**src/system_controller_pkg.sv**
```systemverilog
// constants and types shared by the system clock and power controller
package system_controller_pkg;

  // ----------------------------------------------------------------
  // register map (byte addresses)
  // ----------------------------------------------------------------
  localparam logic [7:0] ADDR_STATUS    = 8'h00;
  localparam logic [7:0] ADDR_IRQ_SET   = 8'h04;
  localparam logic [7:0] ADDR_IRQ_CLR   = 8'h08;
  localparam logic [7:0] ADDR_IRQ_FLAGS = 8'h0c;
  localparam logic [7:0] ADDR_BOD_CTRL  = 8'h10;
  localparam logic [7:0] ADDR_OSC_BASE  = 8'h20;

  // ----------------------------------------------------------------
  // oscillator indices
  // ----------------------------------------------------------------
  localparam int NUM_OSC      = 6;
  localparam int OSC_MAIN_XTL = 0;
  localparam int OSC_SLOW_XTL = 1;
  localparam int OSC_INT_SLOW = 2;
  localparam int OSC_ULP      = 3;
  localparam int OSC_FAST     = 4;
  localparam int OSC_LOOP     = 5;

  // ----------------------------------------------------------------
  // oscillator control fields
  // ----------------------------------------------------------------
  localparam int OSC_CTRL_W   = 12;
  localparam int OSC_ENABLE   = 1;
  localparam int OSC_RUN_STBY = 6;
  localparam int OSC_ON_REQ   = 7;
  localparam int OSC_SU_LSB   = 8;
  localparam int OSC_SU_W     = 4;
  localparam logic [11:0] OSC_CTRL_RST = 12'h080;

  // ----------------------------------------------------------------
  // brown-out control fields
  // ----------------------------------------------------------------
  localparam int BOD_CTRL_W     = 8;
  localparam int BOD_IO_EN      = 1;
  localparam int BOD_CORE_EN    = 2;
  localparam int BOD_IO_RST     = 3;
  localparam int BOD_IO_IRQ     = 4;
  localparam int BOD_IO_SAMPLED = 5;
  localparam int BOD_CORE_SAMP  = 6;
  localparam int BOD_CORE_RST   = 7;
  localparam logic [7:0] BOD_CTRL_RST = 8'h00;

  // ----------------------------------------------------------------
  // status and interrupt bits
  // ----------------------------------------------------------------
  localparam int IRQ_W        = 8;
  localparam int IRQ_IO_BOD   = 6;
  localparam int IRQ_CORE_BOD = 7;
  localparam int STAT_BUSY    = 8;

  // ----------------------------------------------------------------
  // timing
  // ----------------------------------------------------------------
  localparam int CLK_MHZ          = 100;
  localparam int SU_UNIT_US       = 1;
  localparam int SU_UNIT_CYC      = SU_UNIT_US * CLK_MHZ;
  localparam int CNT_W            = 12;
  localparam int SYNC_CYC         = 3;
  localparam int SYNC_W           = 2;

  typedef enum logic [1:0] {
    SLEEP_ACTIVE,
    SLEEP_IDLE,
    SLEEP_STANDBY
  } sleep_mode_t;

  typedef enum logic {
    APB_IDLE,
    APB_RESP
  } apb_state_t;

endpackage

```
**src/system_controller.sv**
```systemverilog
// system clock and power controller with apb register interface
//
// The APB register port and the address map were left to the implementer.
`timescale 1ns/1ps
`default_nettype none

module system_controller (
  // clock and reset
  input  wire logic                         clk_i,
  input  wire logic                         reset_i,
  // apb slave
  input  wire logic                         psel_i,
  input  wire logic                         penable_i,
  input  wire logic                         pwrite_i,
  input  wire logic [7:0]                   paddr_i,
  input  wire logic [31:0]                  pwdata_i,
  output logic      [31:0]                  prdata_o,
  output logic                              pready_o,
  output logic                              pslverr_o,
  // access protection
  input  wire logic                         write_protect_i,
  input  wire logic                         debugger_access_i,
  // power manager and debug
  input  wire system_controller_pkg::sleep_mode_t     sleep_mode_i,
  input  wire logic                         debugger_cold_plug_i,
  // oscillator requests from peripherals
  input  wire logic [system_controller_pkg::NUM_OSC-1:0] periph_req_i,
  // brown-out detector comparators
  input  wire logic                         io_brownout_det_i,
  input  wire logic                         core_brownout_det_i,
  // oscillator and brown-out controls
  output logic [system_controller_pkg::NUM_OSC-1:0]   osc_run_o,
  output logic [system_controller_pkg::NUM_OSC-1:0]   clk_src_valid_o,
  output logic [1:0]                        xtal_pin_claim_o,
  output logic                              io_brownout_en_o,
  output logic                              core_brownout_en_o,
  output logic                              io_brownout_reset_o,
  output logic                              core_brownout_reset_o,
  // interrupt and wake
  output logic                              irq_o,
  output logic                              wake_o
);

  localparam int N = system_controller_pkg::NUM_OSC;
  localparam int IW = system_controller_pkg::IRQ_W;

  // ----------------------------------------------------------------
  // state
  // ----------------------------------------------------------------
  typedef struct packed {
    system_controller_pkg::apb_state_t                      apb;
    logic [31:0]                                  rdata;
    logic                                         ready;
    logic                                         err;
    logic [N-1:0][system_controller_pkg::OSC_CTRL_W-1:0]    osc_ctrl;
    logic [system_controller_pkg::OSC_CTRL_W-1:0]           loop_applied;
    logic [system_controller_pkg::BOD_CTRL_W-1:0]           bod_ctrl;
    logic [system_controller_pkg::BOD_CTRL_W-1:0]           bod_applied;
    logic                                         sync_busy;
    logic [system_controller_pkg::SYNC_W-1:0]               sync_cnt;
    logic [N-1:0][system_controller_pkg::CNT_W-1:0]         su_cnt;
    logic [N-1:0]                                 osc_ready;
    logic [N-1:0]                                 run;
    logic [IW-1:0]                                irq_en;
    logic [IW-1:0]                                irq_flags;
    logic                                         io_det_q;
    logic                                         core_det_q;
    logic [1:0]                                   claim;
    logic                                         io_en;
    logic                                         core_en;
    logic                                         io_rst;
    logic                                         core_rst;
    logic                                         irq;
    logic                                         wake;
  } state_t;

  state_t state_ff;
  state_t nxt_state;

  // ----------------------------------------------------------------
  // helpers
  // ----------------------------------------------------------------
  // 0..3 fixed registers, 4 brown-out, 8..13 oscillators, 15 unmapped
  function automatic logic [3:0] reg_index(input logic [7:0] addr);
    logic [3:0] idx;
    idx = 4'hf;
    if (addr == system_controller_pkg::ADDR_STATUS) idx = 4'h0;
    else if (addr == system_controller_pkg::ADDR_IRQ_SET) idx = 4'h1;
    else if (addr == system_controller_pkg::ADDR_IRQ_CLR) idx = 4'h2;
    else if (addr == system_controller_pkg::ADDR_IRQ_FLAGS) idx = 4'h3;
    else if (addr == system_controller_pkg::ADDR_BOD_CTRL) idx = 4'h4;
    else if (addr >= system_controller_pkg::ADDR_OSC_BASE && addr[1:0] == 2'h0 &&
             addr < system_controller_pkg::ADDR_OSC_BASE + 8'(4 * N)) begin
      idx = 4'h8 + 4'(addr[4:2]);
    end
    return idx;
  endfunction

  function automatic logic [system_controller_pkg::CNT_W-1:0] su_limit(
    input logic [system_controller_pkg::OSC_CTRL_W-1:0] ctrl);
    logic [system_controller_pkg::CNT_W-1:0] code;
    code = system_controller_pkg::CNT_W'(
      ctrl[system_controller_pkg::OSC_SU_LSB +: system_controller_pkg::OSC_SU_W]);
    return system_controller_pkg::CNT_W'((code + 1) * system_controller_pkg::SU_UNIT_CYC);
  endfunction

  // ----------------------------------------------------------------
  // next state
  // ----------------------------------------------------------------
  always_comb begin
    logic [3:0]                         idx;
    logic                               wr;
    logic                               prot;
    logic [N-1:0]                       run_n;
    logic [IW-1:0]                      set_ev;
    logic [IW-1:0]                      clr_ev;
    logic [system_controller_pkg::OSC_CTRL_W-1:0] c;
    logic                               want;
    logic                               standby;
    logic                               slow;
    logic [31:0]                        rd;
    logic                               io_active;
    logic                               core_active;
    idx = reg_index(paddr_i);
    wr = 1'b0;
    prot = 1'b0;
    run_n = '0;
    set_ev = '0;
    clr_ev = '0;
    c = '0;
    want = 1'b0;
    slow = 1'b0;
    rd = '0;
    io_active = 1'b0;
    core_active = 1'b0;
    standby = (sleep_mode_i == system_controller_pkg::SLEEP_STANDBY);
    nxt_state = state_ff;

    // apb: one wait state, write commits at the edge pready is seen
    case (state_ff.apb)
      system_controller_pkg::APB_IDLE: begin
        if (psel_i && penable_i) begin
          // flag register is exempt; debugger ignores protection
          prot = pwrite_i && write_protect_i && !debugger_access_i &&
                 idx != 4'h3;
          case (idx)
            4'h0: rd = {23'h0, state_ff.sync_busy,
                        state_ff.core_det_q, state_ff.io_det_q,
                        state_ff.osc_ready};
            4'h1: rd = {24'h0, state_ff.irq_en};
            4'h2: rd = {24'h0, state_ff.irq_en};
            4'h3: rd = {24'h0, state_ff.irq_flags};
            4'h4: rd = {24'h0, state_ff.bod_ctrl};
            default: begin
              if (idx[3]) begin
                rd = {20'h0, state_ff.osc_ctrl[idx[2:0]]};
              end
            end
          endcase
          nxt_state.rdata = pwrite_i ? 32'h0 : rd;
          nxt_state.err = (idx == 4'hf) || prot;
          nxt_state.ready = 1'b1;
          nxt_state.apb = system_controller_pkg::APB_RESP;
        end
      end
      system_controller_pkg::APB_RESP: begin
        wr = psel_i && penable_i && pwrite_i && !state_ff.err;
        nxt_state.ready = 1'b0;
        nxt_state.err = 1'b0;
        nxt_state.rdata = '0;
        nxt_state.apb = system_controller_pkg::APB_IDLE;
      end
      default: nxt_state.apb = system_controller_pkg::APB_IDLE;
    endcase

    if (wr) begin
      case (idx)
        4'h1: nxt_state.irq_en = state_ff.irq_en | pwdata_i[IW-1:0];
        4'h2: nxt_state.irq_en = state_ff.irq_en & ~pwdata_i[IW-1:0];
        4'h3: clr_ev = pwdata_i[IW-1:0];
        4'h4: begin
          nxt_state.bod_ctrl = pwdata_i[system_controller_pkg::BOD_CTRL_W-1:0];
          nxt_state.sync_busy = 1'b1;
          nxt_state.sync_cnt = '0;
        end
        default: begin
          if (idx[3]) begin
            nxt_state.osc_ctrl[idx[2:0]] =
              pwdata_i[system_controller_pkg::OSC_CTRL_W-1:0];
            if (idx[2:0] == 3'(system_controller_pkg::OSC_LOOP)) begin
              nxt_state.sync_busy = 1'b1;
              nxt_state.sync_cnt = '0;
            end
          end
        end
      endcase
    end

    // ----------------------------------------------------------------
    // write synchronisation into the slow domains
    // ----------------------------------------------------------------
    // both targets share one busy flag; a new write restarts the count
    if (state_ff.sync_busy && !wr) begin
      if (state_ff.sync_cnt == system_controller_pkg::SYNC_W'(
            system_controller_pkg::SYNC_CYC - 1)) begin
        nxt_state.sync_busy = 1'b0;
        nxt_state.bod_applied = state_ff.bod_ctrl;
        nxt_state.loop_applied =
          state_ff.osc_ctrl[system_controller_pkg::OSC_LOOP];
      end else begin
        nxt_state.sync_cnt = state_ff.sync_cnt + 1'b1;
      end
    end

    // ----------------------------------------------------------------
    // oscillator run decisions and start-up masking
    // ----------------------------------------------------------------
    // counters never pause, halted processor or not
    for (int i = 0; i < N; i++) begin
      c = (i == system_controller_pkg::OSC_LOOP) ? state_ff.loop_applied
                                       : state_ff.osc_ctrl[i];
      // the 32 kHz sources are not dropped by standby
      slow = (i == system_controller_pkg::OSC_SLOW_XTL) ||
             (i == system_controller_pkg::OSC_INT_SLOW);
      want = !c[system_controller_pkg::OSC_ON_REQ] || periph_req_i[i];
      if (i == system_controller_pkg::OSC_ULP) begin
        run_n[i] = 1'b1;
      end else if (!c[system_controller_pkg::OSC_ENABLE]) begin
        run_n[i] = 1'b0;
      end else if (sleep_mode_i == system_controller_pkg::SLEEP_ACTIVE) begin
        run_n[i] = 1'b1;
      end else if (!standby || slow) begin
        run_n[i] = want;
      end else begin
        // auto restart on wake follows from this being combinational
        run_n[i] = c[system_controller_pkg::OSC_RUN_STBY] && want;
      end
      nxt_state.run[i] = run_n[i];
      if (!state_ff.run[i]) begin
        nxt_state.su_cnt[i] = '0;
        nxt_state.osc_ready[i] = 1'b0;
      end else if (!state_ff.osc_ready[i]) begin
        if (state_ff.su_cnt[i] >= su_limit(c) - 1'b1) begin
          nxt_state.osc_ready[i] = 1'b1;
        end else begin
          nxt_state.su_cnt[i] = state_ff.su_cnt[i] + 1'b1;
        end
      end
      set_ev[i] = nxt_state.osc_ready[i] && !state_ff.osc_ready[i];
    end

    nxt_state.claim = {
      state_ff.osc_ctrl[system_controller_pkg::OSC_SLOW_XTL][system_controller_pkg::OSC_ENABLE],
      state_ff.osc_ctrl[system_controller_pkg::OSC_MAIN_XTL][system_controller_pkg::OSC_ENABLE]
    };

    // ----------------------------------------------------------------
    // brown-out detectors
    // ----------------------------------------------------------------
    io_active = state_ff.bod_applied[system_controller_pkg::BOD_IO_EN] &&
                (!standby ||
                 state_ff.bod_applied[system_controller_pkg::BOD_IO_SAMPLED]);
    core_active = state_ff.bod_applied[system_controller_pkg::BOD_CORE_EN] &&
                  (!standby ||
                   state_ff.bod_applied[system_controller_pkg::BOD_CORE_SAMP]);
    nxt_state.io_en = io_active;
    nxt_state.core_en = core_active;
    nxt_state.io_det_q = io_active && io_brownout_det_i;
    nxt_state.core_det_q = core_active && core_brownout_det_i;
    set_ev[system_controller_pkg::IRQ_IO_BOD] =
      io_active && io_brownout_det_i && !state_ff.io_det_q &&
      state_ff.bod_applied[system_controller_pkg::BOD_IO_IRQ];
    set_ev[system_controller_pkg::IRQ_CORE_BOD] =
      core_active && core_brownout_det_i && !state_ff.core_det_q;
    // cold-plugged debugger lets a too-high threshold be corrected
    nxt_state.io_rst = io_active && io_brownout_det_i &&
                       state_ff.bod_applied[system_controller_pkg::BOD_IO_RST] &&
                       !debugger_cold_plug_i;
    nxt_state.core_rst = core_active && core_brownout_det_i &&
                         state_ff.bod_applied[system_controller_pkg::BOD_CORE_RST];

    // ----------------------------------------------------------------
    // interrupts and wake
    // ----------------------------------------------------------------
    // set wins over a clear landing in the same cycle
    nxt_state.irq_flags = (state_ff.irq_flags & ~clr_ev) | set_ev;
    nxt_state.irq = |(nxt_state.irq_flags & nxt_state.irq_en);
    nxt_state.wake = standby && nxt_state.irq;
  end

  // ----------------------------------------------------------------
  // registers
  // ----------------------------------------------------------------
  always_ff @(posedge clk_i) begin
    if (reset_i) begin
      state_ff <= '0;
      for (int i = 0; i < N; i++) begin
        state_ff.osc_ctrl[i] <= system_controller_pkg::OSC_CTRL_RST;
      end
      state_ff.loop_applied <= system_controller_pkg::OSC_CTRL_RST;
      state_ff.bod_ctrl <= system_controller_pkg::BOD_CTRL_RST;
      state_ff.bod_applied <= system_controller_pkg::BOD_CTRL_RST;
      state_ff.apb <= system_controller_pkg::APB_IDLE;
    end else begin
      state_ff <= nxt_state;
    end
  end

  // ----------------------------------------------------------------
  // outputs
  // ----------------------------------------------------------------
  assign prdata_o = state_ff.rdata;
  assign pready_o = state_ff.ready;
  assign pslverr_o = state_ff.err;
  assign osc_run_o = state_ff.run;
  // masked until start-up expires
  assign clk_src_valid_o = state_ff.osc_ready;
  assign xtal_pin_claim_o = state_ff.claim;
  assign io_brownout_en_o = state_ff.io_en;
  assign core_brownout_en_o = state_ff.core_en;
  assign io_brownout_reset_o = state_ff.io_rst;
  assign core_brownout_reset_o = state_ff.core_rst;
  assign irq_o = state_ff.irq;
  assign wake_o = state_ff.wake;

endmodule

`default_nettype wire

```
**config.mk**
```make
export PLATFORM = sky130hd
export DESIGN_NAME = system_controller
export DESIGN_NICKNAME = d
export VERILOG_FILES = /design/src/system_controller_pkg.sv /design/src/system_controller.sv
export SDC_FILE = /design/constraint.sdc
export NUM_CORES = 1
export LEC_CHECK = 0
export ABC_AREA = 1
export BUFFER_PORTS_ARGS = -buffer_cell sky130_fd_sc_hd__buf_4
export CAP_MARGIN = 10
export CORE_ASPECT_RATIO = 1.75
export CORE_UTILIZATION = 45
export CTS_CLUSTER_DIAMETER = 120
export DETAILED_ROUTE_END_ITERATION = 7
export GPL_ROUTABILITY_DRIVEN = 1
export PLACE_DENSITY_LB_ADDON = 0.05
export SLEW_MARGIN = 20
export SYNTH_ARGS = -nofsm -noshare
export SYNTH_HDL_FRONTEND = slang
export SYNTH_SLANG_ARGS = --single-unit
export TNS_END_PERCENT = 50
```
**constraint.sdc**
```tcl
create_clock -name clk_i -period 7.6 [get_ports clk_i]
set_input_delay 0.76 -clock clk_i [delete_from_list [all_inputs] [get_ports clk_i]]
set_output_delay 0.76 -clock clk_i [all_outputs]
set_load 0.01 [all_outputs]
```
==> flow_summary.yaml <==
status:
  outcome: "finished clean"
critical_path:
  critPathArrivalTime_ps: 5620
  startpoint_type: "register"
  crit_path_end_kind: "register"
  critical_path_class: "reg2reg"
  required_ps: 8010
  crit_fanout: 13
placement:
  numPortBuffers: 70
  globalplace.congestion: 0.883
  hpwlAfterDp_microns: 30100
  placed_cells: 2494
sta:
  rsz0062_at_grt: "no"
  fin_tns_setup_ps: 0
  worst_pin_slew_ps: 998
  final-hold-violation-count: 0
  fin_crit_sh_pct: 68.6
  finClkSkew_ps: 10.2
  final_max_slew_viol_count: 0
  slew_headroom_pct: 33.2
  setup_viol: 0
  fmax_ghz: 0.192
  min_period_ps: 5210
floorplanning:
  rows: 87
  ios: 112
  design.core.area_sq_um: 32400
  initial_core_util_pct: 46.1
  die_y_microns: 243
  die_w_microns: 140
  die_area_sq_um: 34000
synthesis:
  ys_seq_elements: 222
  synthMuxAreaShare_pct: 0
  synth_top_family_by_area: "simple AND/OR/NAND/NOR gates"
  synth-simple-area-share_pct: 24.4
  syn_avg_cell_area_sq_um: 7.11
  synthAdderAreaFrac_pct: 13.9
  synth_common_cells: "nand2_1 (428), inv_1 (250), dfxtp_1 (222), a21oi_1 (204), nor2_1 (198)"
  yosys_warnings: 0
  synth-main-ff-cell: "dfxtp_1"
  synth_edf_count: 0
  yosysUniqueCellTypes: 50
  synthXorXnorAreaFrac_pct: 6.57
  synth_most_common_cell: "nand2_1"
  synth-async-reset-ratio_pct: 0
  synth-compound-area-share_pct: 14.5
  synthTopCellsByArea: "dfxtp_1 (30%), ha_1 (13%), nand2_1 (11%), a21oi_1 (6.8%), inv_1 (6.3%)"
  yosysSeqAreaShare_pct: 29.8
  synth_cells: 2100
  synth_top_area_share_pct: 29.8
  syn-cell-area_sq_um: 14900
  synth_largest_area_cell: "dfxtp_1"
global_routing:
  grt_start_max_net_pins: 54
  grt_overflow: 0
  antenna_found_initial: 0
  grt_pass1_wl_microns: 64100
  grt_pass1_vias: 12718
  grtUsageTotal_pct: 23.7
pwr:
  leakage_nw: 7.03
  vdd_drop_max_uv: 153
  power_frac_comb_pct: 3.7
  pwr-share-clk_pct: 48.5
  p_sw_w: 0.000580
  seqPwrFrac_pct: 47.9
  swShare_pct: 23.8
  cellPowerDensity_nw_per_um2: 150
  internal-power_w: 0.00186
clock_network:
  holdBufCountCts: 0
  cts_buffers: 24
  cts_tree: "done"
  cts_setup_buffers: 0
  cts.sinks: 222
  path_clk_slew_ps: 60
  htreeDepth: 1
  cts.path.max_buffers: 3
  ctsResizeCount: 0
  clock-root-buffer: "clkbuf_16"
  clkLatencyLatePin_ps: 540
drt:
  firstDrtPassIters: 5
  drc_errors: 0
  num_vias: 13198
  wl_per_cell_microns: 15.7
  drtAntennaViolNets: 0
  drt_iter0_drc: 547
  viasPerCell: 5.20
  drt_wl_total_microns: 39900
flow_run:
  maxCapViolCount: 0
finish:
  final_nets: 2341
  syn_to_final_growth_pct: 8.58
  drive_gt1_share_pct: 7.72
  n_antenna_cell: 0
  fin_cells: 2537
hold_path:
  hp-class: "in2reg"
## final cells by class
class | count | area [sq um]
clock buffer | 34 | 689
clock inverter | 9 | 82.6
fill | 3357 | 16200
inverter | 263 | 990
multi-input combinational | 1534 | 8950
sequential | 222 | 4440
tap | 400 | 500
timing repair buffer | 75 | 563
## layer usage
layer,GRT usage [%],wire length [microns]
met3,2.45,1510
met5,0,0
met1,25.6,15700
met2,45.1,20700
met4,11.3,1930
## worst max-delay path, cell delays in order (launching register included)
cell	delay [ps]
dfxtp_1	450
inv_1	190
ha_1	390
ha_1	310
ha_1	310
inv_1	60
fa_1	430
or2_2	310
o21ai_0	190
xnor2_1	190
nand3_1	120
xor2_1	160
ha_1	300
a21oi_1	160
o21a_1	140
nand3_1	150
nor2_1	620
inv_1	320
nor3_1	210
nor3_1	60
## registers in the layout (all words and copies together) (netlist names), 2 cells and up
signal            count
state_ff            186
prdata_o             12
clk_src_valid_o       6
osc_run_o             6
nxt_state             2
xtal_pin_claim_o      2
## cells in the final DEF (no fill, tap or decap), types with 25 or more instances in the layout
cell,n
nand2_1,428
clkbuf_16,25
xor2_1,76
ha_1,159
nand3_1,105
xnor2_1,36
o21ai_0,130
inv_1,250
a21oi_1,204
nor2_1,197
buf_4,75
nor3_1,37
dfxtp_1,222
## cell families after synthesis
group / after synthesis
flip-flops: 222
AO/OA/AOI/OAI: 399
adder cells (fa/ha/maj): 163
other: 1
XOR/XNOR: 112
buffers and inverters: 363
AND/OR/NAND/NOR: 840
## worst paths after layout
| kind | startpoint | end | slack (ps) | depth (start not counted) |
|---|---|---|---|---|
| worst max-delay path | state_ff[185]$_SDFFE_PP0P_ | state_ff[76]$_SDFFE_PP0P_ | 2390 | 19 |
| worst min-delay path | debugger_cold_plug_i | io_brownout_reset_o$_SDFF_PP0_ | 380 | 2 |
| worst max register to register | state_ff[185]$_SDFFE_PP0P_ | state_ff[76]$_SDFFE_PP0P_ | 2390 | 19 |
| worst min register to register | state_ff[116]$_SDFFE_PP0P_ | io_brownout_reset_o$_SDFF_PP0_ | 440 | 2 |
## power groups by stage
stage / clock network (W) / registers (W) / logic [W]
after floorplan: 0 / 0.00119 / 0.0000558
final: 0.00118 / 0.00117 / 0.0000895
after CTS: 0.00122 / 0.00117 / 0.0000896
after global routing: 0.00125 / 0.00117 / 0.0000972
after detailed placement: 0 / 0.00119 / 0.0000893
after global placement: 0 / 0.00119 / 0.0000896
## through the flow
stage | hold slack, ps | setup WS, ps | instance area [sq um] | utilization (%) | power, W
2_1_floorplan | 411 | 3120 | 15000 | - | 0.00125
3_3_place_gp | 428 | 2420 | 15400 | 47.6 | 0.00128
3_5_place_dp | 430 | 2340 | 15400 | 47.6 | 0.00128
4_1_cts | 353 | 2320 | 16200 | 50.0 | 0.00247
5_1_grt | 368 | 1800 | 16200 | 50.0 | 0.00252
6_report | 376 | 2390 | 16200 | 50.0 | 0.00244
No activity file was read; power rests on OpenSTA's default activity.
